===== src/inc/rsms_pkg.sv =====
package rsms_pkg;

  // Strap positions on the data bus
  localparam int STRAP_WIDTH        = 16;
  localparam int BIT_BOOT_WIDTH     = 0;
  localparam int BIT_ARBITRATION    = 1;
  localparam int BIT_FUNCTION_CODE  = 2;
  localparam int BIT_ADDR_LO        = 3;
  localparam int BIT_ADDR_HI        = 7;
  localparam int BIT_PORT_E         = 8;
  localparam int BIT_PORT_F         = 9;
  localparam int BIT_TEST_MODE      = 11;

  // Chip-selects turned into upper address lines
  localparam int ADDR_CS_COUNT      = 5;
  localparam int ADDR_CS_FIRST      = 6;
  localparam int ADDR_LINE_FIRST    = 19;

  // Delay to the first bus cycle, in system clock output cycles
  localparam int FIRST_CYCLE_CLKOUTS = 10;
  localparam int SYSTEM_CLOCK_OUTPUT_DIV          = 1;
  localparam int FIRST_CYCLE_CYCLES  = FIRST_CYCLE_CLKOUTS * SYSTEM_CLOCK_OUTPUT_DIV;
  localparam int CNT_W               = 4;

  // Boot vector base
  localparam logic [23:0] BOOT_VECTOR_ADDR = 24'h00_0000;

  // Start-up sequencer states
  typedef enum logic [2:0]
  {
    RSMS_ST_RESET = 3'b001,
    RSMS_ST_WAIT  = 3'b010,
    RSMS_ST_RUN   = 3'b100
  } rsms_state_e;

endpackage : rsms_pkg


===== src/rtl/rsms_addr_select.sv =====
`timescale 1ns/10ps

module rsms_addr_select
  import rsms_pkg::*;
#(
  parameter int N = ADDR_CS_COUNT
)
(
  // Live address strap pins, low selects address role
  input  wire logic [N-1:0] addr_straps,
  // One per chip-select, high means address line
  output logic      [N-1:0] addr_role
);

  initial
  begin
    if (N < 1) $error("rsms_addr_select: N must be at least one");
  end

  // A low strap claims its chip-select and all lower ones
  genvar i;
  generate
    for (i = 0; i < N; i++)
    begin : g_role
      assign addr_role[i] = ~(&addr_straps[N-1:i]);
    end
  endgenerate

endmodule : rsms_addr_select


===== src/rtl/reset_strap_mode_select.sv =====
`timescale 1ns/10ps

// Function
// - Weak pull-ups make undriven straps default
// - Bit 0 low: 8-bit boot port
// - Bits 1,2 low: arbitration, function codes
// - Low bits 3-7 make address lines
// - Bit 8 low: bus control to port E
// - Bit 9 low: interrupts, clock mode to F
// - Bit 11 low: factory test mode
// - First bus cycle ten clocks after release
// - Boot chip-select active at reset release
// - Clock-mode high: synthesizer, low: external clock
// - Any breakpoint low: background debug enabled
// - Both high: breakpoint exception instead
module reset_strap_mode_select
  import rsms_pkg::*;
#(
  parameter int FIRST_CYCLES = FIRST_CYCLE_CYCLES
)
(
  // Clock and reset
  input  wire logic                   core_clk,
  input  wire logic                   reset,
  // Data bus pins
  input  wire logic [STRAP_WIDTH-1:0] data_in,
  output logic      [STRAP_WIDTH-1:0] data_pullup_en,
  // Other strap inputs
  input  wire logic                   clock_mode_pin,
  input  wire logic                   breakpoint_input_int,
  input  wire logic                   breakpoint_input_ext,
  // Latched selections
  output logic                        boot_port_16bit,
  output logic                        arbitration_pins_en,
  output logic                        function_code_pins_en,
  output logic [ADDR_CS_COUNT-1:0]    cs_addr_role,
  output logic                        general_port_e_en,
  output logic                        general_port_f_en,
  output logic                        test_mode_en,
  output logic                        clock_from_synth,
  output logic                        clock_from_external,
  output logic                        background_debug_flag,
  // Breakpoint outcome
  output logic                        breakpoint_input_enter_debug,
  output logic                        breakpoint_input_take_exception,
  // Start-up
  output logic                        boot_chip_select_active,
  output logic [23:0]                 boot_fetch_addr,
  output logic                        first_bus_cycle_start,
  output logic                        strap_window_open
);

  initial
  begin
    if (FIRST_CYCLES < 1) $error("FIRST_CYCLES must be at least one");
    if (FIRST_CYCLES >= (1 << CNT_W)) $error("FIRST_CYCLES exceeds counter width");
  end

  // Weak internal pull-ups always enabled on strap lines
  assign data_pullup_en = {STRAP_WIDTH{1'b1}};

  // Sequencer state
  rsms_state_e              state_q;
  rsms_state_e              state_d;
  // Latched selections and their next values
  logic                     boot_width_q;
  logic                     boot_width_d;
  logic                     arb_en_q;
  logic                     arb_en_d;
  logic                     fc_en_q;
  logic                     fc_en_d;
  logic [ADDR_CS_COUNT-1:0] addr_role_q;
  logic [ADDR_CS_COUNT-1:0] addr_role_d;
  logic                     port_e_q;
  logic                     port_e_d;
  logic                     port_f_q;
  logic                     port_f_d;
  logic                     test_q;
  logic                     test_d;
  logic                     synth_q;
  logic                     synth_d;
  logic                     bdm_q;
  logic                     bdm_d;
  logic                     ext_q;
  logic                     boot_cs_q;
  logic                     window_q;
  logic [CNT_W-1:0]         cnt_q;
  logic [CNT_W-1:0]         cnt_d;
  logic                     first_q;
  logic                     first_d;

  wire release_edge = (state_q == RSMS_ST_RESET) && !reset;
  wire cnt_done     = (cnt_q == CNT_W'(FIRST_CYCLES - 1));
  wire breakpoint_input_any_low = !breakpoint_input_int || !breakpoint_input_ext;
  wire breakpoint_input_asserted = breakpoint_input_any_low && (state_q == RSMS_ST_RUN);

  // Sequencer next state
  always_comb
  begin
    state_d = state_q;
    cnt_d   = cnt_q;
    first_d = 1'b0;
    case (state_q)
      RSMS_ST_RESET:
      begin
        cnt_d   = '0;
        state_d = RSMS_ST_WAIT;
      end
      RSMS_ST_WAIT:
      begin
        if (cnt_done)
        begin
          state_d = RSMS_ST_RUN;
          first_d = 1'b1;
        end
        else
        begin
          cnt_d = cnt_q + CNT_W'(1);
        end
      end
      RSMS_ST_RUN:
      begin
        state_d = RSMS_ST_RUN;
      end
      default:
      begin
        state_d = RSMS_ST_RESET;
      end
    endcase
  end

  always_ff @(posedge core_clk)
  begin
    if (reset)
    begin
      state_q <= RSMS_ST_RESET;
      cnt_q   <= '0;
      first_q <= 1'b0;
    end
    else
    begin
      state_q <= state_d;
      cnt_q   <= cnt_d;
      first_q <= first_d;
    end
  end

  // Selections decoded from the live strap pins
  assign boot_width_d = data_in[BIT_BOOT_WIDTH];
  assign arb_en_d     = !data_in[BIT_ARBITRATION];
  assign fc_en_d      = !data_in[BIT_FUNCTION_CODE];
  assign port_e_d     = !data_in[BIT_PORT_E];
  assign port_f_d     = !data_in[BIT_PORT_F];
  assign test_d       = !data_in[BIT_TEST_MODE];
  assign synth_d      = clock_mode_pin;
  assign bdm_d        = breakpoint_input_any_low;

  // Address roles from the upper strap group
  rsms_addr_select #(
    .N (ADDR_CS_COUNT)
  ) u_addr_select (
    .addr_straps (data_in[BIT_ADDR_HI:BIT_ADDR_LO]),
    .addr_role   (addr_role_d)
  );

  // Boot port width, caught once at release
  always_ff @(posedge core_clk)
  begin
    if (reset)
    begin
      boot_width_q <= 1'b1;
    end
    else if (release_edge)
    begin
      boot_width_q <= boot_width_d;
    end
  end

  // Arbitration and function-code roles
  always_ff @(posedge core_clk)
  begin
    if (reset)
    begin
      arb_en_q <= 1'b0;
      fc_en_q  <= 1'b0;
    end
    else if (release_edge)
    begin
      arb_en_q <= arb_en_d;
      fc_en_q  <= fc_en_d;
    end
  end

  // Upper address roles
  always_ff @(posedge core_clk)
  begin
    if (reset)
    begin
      addr_role_q <= '0;
    end
    else if (release_edge)
    begin
      addr_role_q <= addr_role_d;
    end
  end

  // General port assignments
  always_ff @(posedge core_clk)
  begin
    if (reset)
    begin
      port_e_q <= 1'b0;
      port_f_q <= 1'b0;
    end
    else if (release_edge)
    begin
      port_e_q <= port_e_d;
      port_f_q <= port_f_d;
    end
  end

  // Factory test mode
  always_ff @(posedge core_clk)
  begin
    if (reset)
    begin
      test_q <= 1'b0;
    end
    else if (release_edge)
    begin
      test_q <= test_d;
    end
  end

  // System clock source
  always_ff @(posedge core_clk)
  begin
    if (reset)
    begin
      synth_q <= 1'b1;
      ext_q   <= 1'b0;
    end
    else if (release_edge)
    begin
      synth_q <= synth_d;
      ext_q   <= !synth_d;
    end
  end

  // Background debug flag
  always_ff @(posedge core_clk)
  begin
    if (reset)
    begin
      bdm_q <= 1'b0;
    end
    else if (release_edge)
    begin
      bdm_q <= bdm_d;
    end
  end

  // Boot chip-select live from release onward
  always_ff @(posedge core_clk)
  begin
    if (reset)
    begin
      boot_cs_q <= 1'b0;
    end
    else if (release_edge)
    begin
      boot_cs_q <= 1'b1;
    end
  end

  // Strap drivers may stay only until the first cycle
  always_ff @(posedge core_clk)
  begin
    if (reset)
    begin
      window_q <= 1'b1;
    end
    else if (first_d)
    begin
      window_q <= 1'b0;
    end
  end

  // Outputs straight from the selection flops
  assign boot_port_16bit       = boot_width_q;
  assign arbitration_pins_en   = arb_en_q;
  assign function_code_pins_en = fc_en_q;
  assign cs_addr_role          = addr_role_q;
  assign general_port_e_en     = port_e_q;
  assign general_port_f_en     = port_f_q;
  assign test_mode_en          = test_q;
  assign clock_from_synth      = synth_q;
  assign clock_from_external   = ext_q;
  assign background_debug_flag = bdm_q;

  // Breakpoint routing after start-up
  assign breakpoint_input_enter_debug    = breakpoint_input_asserted && bdm_q;
  assign breakpoint_input_take_exception = breakpoint_input_asserted && !bdm_q;

  // Start-up outputs
  assign boot_chip_select_active = boot_cs_q;
  assign boot_fetch_addr         = BOOT_VECTOR_ADDR;
  assign first_bus_cycle_start   = first_q;
  assign strap_window_open       = window_q;

endmodule : reset_strap_mode_select


===== config.mk =====
export PLATFORM = sky130hd
export DESIGN_NAME = reset_strap_mode_select
export DESIGN_NICKNAME = d
export VERILOG_FILES = /design/src/inc/rsms_pkg.sv /design/src/rtl/rsms_addr_select.sv /design/src/rtl/reset_strap_mode_select.sv
export SDC_FILE = /design/constraint.sdc
export NUM_CORES = 1
export LEC_CHECK = 0
export BUFFER_PORTS_ARGS = -buffer_cell sky130_fd_sc_hd__buf_2
export CORE_MARGIN = 10
export CORE_UTILIZATION = 30
export CTS_BUF_LIST = sky130_fd_sc_hd__clkbuf_4
export DETAILED_ROUTE_END_ITERATION = 10
export PLACE_DENSITY_LB_ADDON = 0.25
export REMOVE_ABC_BUFFERS = 1
export SYNTH_ARGS = -nofsm -noshare
export SYNTH_HDL_FRONTEND = slang
export SYNTH_SLANG_ARGS = --single-unit
export TNS_END_PERCENT = 5

===== constraint.sdc =====
create_clock -name core_clk -period 2.3 [get_ports core_clk]
set_input_delay 0.23 -clock core_clk [delete_from_list [all_inputs] [get_ports core_clk]]
set_output_delay 0.23 -clock core_clk [all_outputs]
set_load 0.02 [all_outputs]

[Yosys cells after proc, flatten, opt, wreduce, memory -nomap -nowiden]
Cells that the tools add are included.
Storage, ports and cells
  flip-flop bits (word level): 24
  bits in latches: 0
  bits in writable memories: 0
  bits in read-only memories: 0
  bits of input ports: 21
  output and inout bits: 59
  word-level logic and storage cells: 54
  memories: 0
Operators by class
  $add $sub $neg: 1
  multipliers: 0
  div/mod/pow operators: 0
  $lt $le $gt $ge: 0
  equal/unequal tests: 6
  shift-type cells: 0
  multiplexer cells: 6
  bitwise operators: 5
  reduce and logical (&&, ||, !) cells: 21
Operator list (number)
  $logic_not 1->1: 10
  $pmux 3 s3: 1
  $pmux 4 s2: 1
  $not 1->1: 5
  $reduce_and 5->1: 1
  $add 4x1->4 const B: 1
  $eq 4x4->1 const B: 1
  $logic_and 1x1->1: 4
  $mux 4: 1
  $ne 2x2->1 const B: 2
  $reduce_and 2->1: 2
  $reduce_and 4->1: 1
  $eq 3x1->1 const B: 1
  $eq 3x2->1 const B: 1
  $eq 3x3->1 const B: 1
  $mux 3: 1
  $reduce_and 3->1: 1
  $mux 1: 2
  $reduce_bool 2->1: 1
  $logic_or 1x1->1: 1

[Depth between registers and ports, before layout]
Gate-level depths: netlist of run 1.
  depth after elaboration: 4
  gate-level depth with buffers: 5
  mapped depth without buffers: 5

[Modules after synthesis]
A second synthesis of run 1 with hierarchy kept.
Unflattened totals
  cells, all modules: 161
  area, all modules: 1311.3 um2
Modules (own cells, without submodules)
  reset_strap_mode_select: instances 1, cells an instance 155, area an instance 1273.7 um2, seq. area each 480.5 um2
  rsms_addr_select: instances 1, cells an instance 6, area an instance 37.5 um2, seq. area each 0.0 um2

[Least setup slack after synthesis of run 1]
No wires, ideal clock.
  kind: register to output
  start: register state_q[2]
  end: output port breakpoint_input_take_exception
  arrival time: 1.157 ns
  data required time: 2.070 ns
  slack: 0.913 ns
  cell stages (with the launch flop): 5
  buffers on the path: 1
  path through: dfxtp_1 > buf_2 > nor3b_1 > nand2_1 > nor2_1
On the way
  cells in the longest elaborated chain, start to end: 3
RTL lines
  from (decl): RTL line reset_strap_mode_select.sv:63  | rsms_state_e state_q;
  from (signal assigned): RTL line reset_strap_mode_select.sv:142  | state_q <= state_d;
  $eq 3x3->1: RTL line reset_strap_mode_select.sv:95  | wire breakpoint_input_asserted = breakpoint_input_any_low && (state_q == RSMS_ST_RUN);
  $logic_and 1x1->1: RTL line reset_strap_mode_select.sv:95
  $logic_and 1x1->1: RTL line reset_strap_mode_select.sv:303  | assign breakpoint_input_take_exception = breakpoint_input_asserted && !bdm_q;
  to (decl): RTL line reset_strap_mode_select.sv:45  | output logic breakpoint_input_take_exception,
Every way passes these cells.

[Final worst setup path of run 1]
  start: register state_q[2]
  end: output port breakpoint_input_enter_debug
On the way
  cells in the longest elaborated chain, start to end: 3
RTL lines
  $eq 3x3->1: RTL line reset_strap_mode_select.sv:95
  $logic_and 1x1->1: RTL line reset_strap_mode_select.sv:95
  $logic_and 1x1->1: RTL line reset_strap_mode_select.sv:302  | assign breakpoint_input_enter_debug = breakpoint_input_asserted && bdm_q;
  to (decl): RTL line reset_strap_mode_select.sv:44  | output logic breakpoint_input_enter_debug,
Every way passes these cells.

==> results of run 1 <==
cell type report:
class	count	area, um2	share of cell area
flip-flops and latches	24	480	0.362
inverters	3	11.3	0.00847
multi-input cells	98	578	0.435
well taps	50	62.6	0.0471
repair buffers	34	170	0.128
clock buffers	3	22.5	0.0169
clock inverters	1	3.75	0.00282
through the flow:
step	hold slack (ps)	setup WS, ps	utilization
global route	69.9	227	0.327
CTS	65.3	407	0.327
global placement	409	668	0.321
detailed placement	411	581	0.321
floorplan	302	925	-
finish	77.9	448	0.327
report_power, final:
part | internal [mW] | switching (mW) | leakage (nW)
sequential | 0.533 | 0.0930 | 0.198
combinational | 0.197 | 0.364 | 0.413
clock | 0.0632 | 0.117 | 0.0154
placed cells by master, fill, tap and decap left out, drive strengths merged, types with 2 or more instances in the layout:
cell type	count
nand2	5
ha	2
nor3b	3
nor4b	3
o32a	2
clkbuf	3
nor2	8
conb	40
nand3b	2
dfxtp	24
buf	34
a22o	3
o2bb2ai	8
inv	3
nand3	2
cell families (layout without fill, tap and decap cells):
family                   after synthesis  after routing
flip-flops                            24             24
AND/OR/NAND/NOR                       32             32
AO/OA/AOI/OAI                         22             22
multiplexers                           1              1
adder cells (fa/ha/maj)                2              2
buffers and inverters                 49             41
other                                  2             40
XOR/XNOR                               1              1
metal layers:
metal,global-route usage,vias to the layer above,wire length (um)
met5,0,-,0
met4,0.0225,0,13
met3,0.0468,2,413
met2,0.127,37,1340
met1,0.0756,389,1070
li1,-,440,-
worst register-to-register path, stage by stage (launching register included):
cell and delay (ps):
dfxtp_1 580, nor3b_2 160, nor2_1 650, a22o_1 260
path summary, 6_finish.rpt:
path                                 from                             end  cells after the start
min                            data_in[8]  general_port_e_en$_SDFFE_PP0P_                      2
max reg2reg       state_q[2]$_SDFFE_PP0P_    cs_addr_role[2]$_SDFFE_PP0P_                      3
min reg2reg  cs_addr_role[3]$_SDFFE_PP0P_    cs_addr_role[3]$_SDFFE_PP0P_                      1
max               state_q[2]$_SDFFE_PP0P_    breakpoint_input_enter_debug                      3
==> impl_metrics.toml, run 1 <==
[layout]
largest_reg_flops = 5
fin_cells = 213
finalInstanceArea_um2 = 1330
nets = 187
area_delta_synth_final_pct = 4.73
fillers = 441
layout-drive-gt1-share = 0.245
diodes = 0

[setup_path]
critPathLaunchType = "register"
required_ps = 2070
path_class = "register to output port"
regToRegSetupSlack_ps = 610
cp_slowest_cell = "dfxtp_1"
cp_cell_sequence = "nor3b_1, and3_1, buf_2"
path_delay_family = "simple AND/OR/NAND/NOR gates"
crit_path_end_kind = "output port"
arrival_ps = 1620
slowest_delay_ps = 580
worstPathMaxFanout = 12
cp.buffers_inverters = 1

[synth]
ys_warn_count = 0
syn_area_um2 = 1270
ys_seq_area_frac = 0.379
synthDistinctLibCells = 39
muxShareOfSynthArea = 0.00789
synth-xor-area-share = 0.00690
netlist_top_cells_area = "dfxtp_1 38%, buf_4 24%, o2bb2ai_1 5.5%, nor2_1 2.4%, a22o_1 2.1%"
synth-simple-area-share = 0.161
synth_edf_count = 0
synthAdderAreaFrac = 0.0197
synth_top_family_by_area = "buffers and inverters"
async_flop_share = 0
yosysTopAreaCell = "dfxtp_1"
synthTopCellsByCount = "40 x buf_4, 24 x dfxtp_1, 8 x nor2_1, 8 x o2bb2ai_1, 5 x nand2_1"
post-synth-top-count-cell = "buf_4"
synth_top_area_share = 0.379
synth_cells = 133
syn_area_per_cell_um2 = 9.54
synth.ff_latch_count = 24
ys.flop_type = "dfxtp_1"
synth-compound-area-share = 0.142

[place]
port_buffers = 34
place.gp.congestion = 0.815
dpl_cell_area_um2 = 1300
dp_hpwl_um = 2330
placed_cells = 209

[routing]
drt_wl_total_um = 2830
drt-wirelength-per-cell_um = 13.3
first_iter_violations = 53
num_vias = 868
drcViolationCount = 0
ant_nets = 0
via_per_inst = 4.08
first_pass_iters = 4

[power]
max-vdd-ir-drop_v = 0.000218
powerDensity_nw_per_um2 = 1030
power_mw = 1.37
leakage_nw = 0.626

[hold_path]
min_path_type = "input pin to register"

[global_routing]
grt.overflow.total = 0
antenna_found_initial = 0
gr-usage-all-layers = 0.0754
first_global_vias = 903
grt_pass1_wl_um = 4620
grt_max_degree = 14

[run_status]
status = "finished, final reports clean"

[clock_network]
clk_latency_ps = 300
h-tree-depth = 1
ctsHoldBuffers = 0
clk_path_buf_depth = 2
ctsRootBufferMaster = "clkbuf_4"
cts_setup_buffers = 0
clkSlewWorstSetupHoldPaths_ps = 120
cts_made_buffers = 3
post_cts_resized = 0
clkSinkCount = 24
cts_tree = "built"

[timing]
skew_ps = 1.60
setup_viol = 0
clock.fmax_mhz = 540
fin_tns_setup_ps = 0
relSlewSlack = 0.448
finalHoldViolations = 0
rsz0062_at_grt = "no"
worst_pin_slew_ps = 824
fin_crit_ps = 1850
slew_viol_final = 0
fin_crit_sh = 0.805

[floorplanning]
ioPinCount = 80
initial_utilization = 0.313
core_um2 = 4060
dieHeight_um = 85.0
die_w_um = 85.0
die-area_um2 = 7230
rows = 23

[job]
cap_viol_max_count = 0
Note: power is estimated with default switching activity, not from simulation.
==> inputs of run 2 (changes only) <==
==> constraint.sdc (replaced) <==
create_clock -name core_clk -period 1.9 [get_ports core_clk]
set_input_delay 0.19 -clock core_clk [delete_from_list [all_inputs] [get_ports core_clk]]
set_output_delay 0.19 -clock core_clk [all_outputs]
set_load 0.02 [all_outputs]
==> impl_metrics.toml, run 2 (synthesis results as in run 1) <==
[run_status]
status = "finished, final reports clean"

[global_routing]
grt_pass1_wl_um = 4550
first_global_vias = 903
grt_max_degree = 14
gr-usage-all-layers = 0.0739
grt.overflow.total = 0
antenna_found_initial = 0

[setup_path]
path_class = "register to output port"
worstPathMaxFanout = 12
slowest_delay_ps = 470
path_delay_family = "simple AND/OR/NAND/NOR gates"
crit_path_end_kind = "output port"
cp_cell_sequence = "nor3b_1, and3_1, buf_2"
required_ps = 1710
cp.buffers_inverters = 1
arrival_ps = 1470
cp_slowest_cell = "dfxtp_2"
critPathLaunchType = "register"

[clock_network]
cts_setup_buffers = 0
post_cts_resized = 0
cts_made_buffers = 3
cts_tree = "built"
clkSlewWorstSetupHoldPaths_ps = 120
h-tree-depth = 1
clk_latency_ps = 300
ctsRootBufferMaster = "clkbuf_4"
ctsHoldBuffers = 0
clk_path_buf_depth = 2
clkSinkCount = 24

[timing]
fin_ws_ps = 237
skew_ps = 5.13
rsz0062_at_grt = "no"
fin_crit_sh = 0.875
finalHoldViolations = 0
worst_pin_slew_ps = 788
setup_viol = 0
fin_tns_setup_ps = 0
clock.fmax_mhz = 601
relSlewSlack = 0.473
fin_crit_ps = 1660
slew_viol_final = 0

[floorplanning]
die_w_um = 85.0
ioPinCount = 80
initial_utilization = 0.313
rows = 23
core_um2 = 4060
die-area_um2 = 7230
dieHeight_um = 85.0

[place]
placed_cells = 209
pre_cts_ws_ps = 222
port_buffers = 34
dp_hpwl_um = 2380
dpl_cell_area_um2 = 1300
place.gp.congestion = 0.792

[power]
powerDensity_nw_per_um2 = 1240
leakage_nw = 0.626
max-vdd-ir-drop_v = 0.000256

[routing]
first_pass_iters = 3
drt_wl_total_um = 2810
first_iter_violations = 23
via_per_inst = 4.11
num_vias = 876
ant_nets = 0
drt-wirelength-per-cell_um = 13.2
drcViolationCount = 0

[hold_path]
min_path_type = "input pin to register"

[layout]
final_common_cell = "conb_1"
fin_cells = 213
area_delta_synth_final_pct = 4.83
layout_common_cells = "40 x conb_1, 34 x buf_2, 23 x dfxtp_1"
diodes = 0
layout-drive-gt1-share = 0.252
finalInstanceArea_um2 = 1330
largest_reg_flops = 5
nets = 187

[job]
cap_viol_max_count = 0
run 2: cell types whose count changed in the layout (fill, tap and decap cells not counted):
cell / previous run / this run
dfxtp_2: 0 / 1
dfxtp_1: 24 / 23
run 2: worst register-to-register path: stages (launching register included):
cell and delay [ps]:
dfxtp_1 510, nor3b_2 410, nor2_1 280, a22o_1 300
run 2: power breakdown:
| group | leakage [nW] | internal, mW | switching, mW | total (mW) |
|---|---|---|---|---|
| combinational | 0.413 | 0.239 | 0.440 | 0.678 |
| clock | 0.0154 | 0.0765 | 0.135 | 0.212 |
| sequential | 0.198 | 0.645 | 0.111 | 0.756 |
run 2: per-layer routing:
metal  part of all wire  track usage  up-vias  routed length [um]
met1               0.37       0.0737      397                1030
met3               0.14       0.0459        2                 389
met5                  0            0        -                   0
li1                   -            -      440                   -
met2               0.49        0.129       37                1390
met4             0.0036       0.0135        0                  10
run 2: path summary, 6_finish.rpt:
kind,start,end,slack [ps],cells past startpoint
min reg2reg,cs_addr_role[3]$_SDFFE_PP0P_,cs_addr_role[3]$_SDFFE_PP0P_,470,1
max reg2reg,state_q[0]$_SDFFE_PP1P_,cs_addr_role[2]$_SDFFE_PP0P_,310,3
max,state_q[2]$_SDFFE_PP0P_,breakpoint_input_enter_debug,240,3
min,data_in[9],general_port_f_en$_SDFFE_PP0P_,40,2
run 2: stage by stage:
step,utilization,hold WS [ps],power [mW]
3_3_place_gp,0.321,369,1.43
3_5_place_dp,0.321,369,1.45
4_1_cts,0.327,29.8,1.67
2_1_floorplan,-,262,1.23
5_1_grt,0.328,21.2,1.79
6_report,0.328,44.2,1.65
run 2: area by class of cell:
cell class,instances,area (um2)
repair buffers,34,170
flip-flops and latches,24,482
clock buffers,3,22.5
well taps,50,62.6
inverters,3,11.3
clock inverters,1,3.75
fillers,450,2730
multi-input cells,98,578
==> inputs of run 3 (changes only) <==
--- a/config.mk
+++ b/config.mk
@@ -7,7 +7,7 @@
 export LEC_CHECK = 0
 export BUFFER_PORTS_ARGS = -buffer_cell sky130_fd_sc_hd__buf_2
 export CORE_MARGIN = 10
-export CORE_UTILIZATION = 30
+export CORE_UTILIZATION = 44
 export CTS_BUF_LIST = sky130_fd_sc_hd__clkbuf_4
 export DETAILED_ROUTE_END_ITERATION = 10
 export PLACE_DENSITY_LB_ADDON = 0.25
==> impl_metrics.toml, run 3 (synthesis results as in run 1) <==
[timing]
whs_ps = 43.6
relSlewSlack = 0.643
worst_pin_slew_ps = 528
skew_ps = 5.85
finalHoldViolations = 0
rsz0062_at_grt = "no"
fin_crit_sh = 0.832
setup_viol = 0
fin_tns_setup_ps = 0
fin_ws_ps = 319
fin_crit_ps = 1580
slew_viol_final = 0
clock.fmax_mhz = 632

[routing]
via_per_inst = 4.57
ant_nets = 0
first_pass_iters = 3
drcViolationCount = 0
first_iter_violations = 33
drt-wirelength-per-cell_um = 13.5
drt_wl_total_um = 2640
num_vias = 892

[setup_path]
reg2reg_from = "state_q[0]$_SDFFE_PP1P_"
rr_worst_depth = 4
worstPathMaxFanout = 12
crit_path_end_kind = "output port"
arrival_ps = 1390
r2r_end = "cs_addr_role[2]$_SDFFE_PP0P_"
required_ps = 1710
path_class = "register to output port"
critPathLaunchType = "register"
regToRegSetupSlack_ps = 410

[power]
powerDensity_nw_per_um2 = 1260
power_mw = 1.66
leakage_nw = 0.633
max-vdd-ir-drop_v = 0.000705

[layout]
final_common_cell = "conb_1"
nets = 188
area_delta_synth_final_pct = 3.94
layout_common_cells = "40 x conb_1, 34 x buf_2, 23 x dfxtp_1"
fin_cells = 195
fillers = 287
largest_reg_flops = 5
layout-drive-gt1-share = 0.262
diodes = 0
final_util = 0.478
finalInstanceArea_um2 = 1320

[clock_network]
clkSlewWorstSetupHoldPaths_ps = 120
cts_made_buffers = 3
ctsRootBufferMaster = "clkbuf_4"
clk_latency_ps = 300
h-tree-depth = 1
clkSinkCount = 24
clk_path_buf_depth = 2
cts_setup_buffers = 0
cts_tree = "built"

[floorplanning]
dieHeight_um = 73.7
rows = 19
core_um2 = 2760
initial_utilization = 0.460
die_w_um = 73.7
die-area_um2 = 5430
ioPinCount = 80

[global_routing]
first_global_vias = 890
antenna_found_initial = 0
grt_pass1_wl_um = 4150
grt.overflow.total = 0
grt_max_degree = 14
gr-usage-all-layers = 0.0907

[run_status]
status = "finished, final reports clean"

[place]
place.gp.congestion = 0.765
dp_hpwl_um = 2180
placed_cells = 191
port_buffers = 34
dpl_cell_area_um2 = 1290
pre_cts_ws_ps = 421

[hold_path]
min_delay_path_depth = 2
min_from = "data_in[2]"
min_path_type = "input pin to register"
holdPathEnd = "function_code_pins_en$_SDFFE_PP0P_"

[job]
cap_viol_max_count = 0
-- run 3: worst max-delay path, stage by stage, from the launching register on --
cell and delay, ps:
dfxtp_2 470, nor3b_2 280, and3_1 180, buf_2 160
-- run 3: report_power, final --
group / internal [mW] / switching [mW] / leakage, nW
combinational: 0.248 / 0.432 / 0.419
clock: 0.0766 / 0.141 / 0.0154
sequential: 0.645 / 0.117 / 0.198
total: 0.970 / 0.690 / 0.633
-- run 3: worst max-delay path by stage --
stage	startpoint	to	depth (start not counted)	slack [ps]
after global routing	state_q[2]$_SDFFE_PP0P_	breakpoint_input_take_exception	4	160
after floorplan	state_q[2]$_SDFFE_PP0P_	breakpoint_input_take_exception	3	570
final	state_q[2]$_SDFFE_PP0P_	breakpoint_input_enter_debug	3	320
after CTS	state_q[2]$_SDFFE_PP0P_	breakpoint_input_enter_debug	3	70
after global placement	state_q[0]$_SDFFE_PP1P_	cs_addr_role[1]$_SDFFE_PP0P_	4	450
after detailed placement	state_q[2]$_SDFFE_PP0P_	breakpoint_input_enter_debug	3	420
-- run 3: area by class of cell --
| type | count | area (um2) | share of cell area |
|---|---|---|---|
| repair buffers | 35 | 178 | 0.135 |
| multi-input cells | 98 | 583 | 0.442 |
| flip-flops and latches | 24 | 482 | 0.365 |
| clock buffers | 3 | 22.5 | 0.0171 |
| well taps | 31 | 38.8 | 0.0294 |
| inverters | 3 | 11.3 | 0.00854 |
| clock inverters | 1 | 3.75 | 0.00285 |
-- run 3: timing repair --
item | CTS | global route
hold buffers | 0 | 0
endpoints found under the setup margin | 0 | 2
gates resized for setup | 0 | 2
-- run 3: per-layer routing --
layer	wire, um	part of all wire	track usage	up-vias
li1	-	-	-	445
met1	1080	0.41	0.104	405
met2	1240	0.47	0.147	40
met3	307	0.12	0.0417	2
met4	8	0.0030	0.0248	0
met5	0	0	0	-
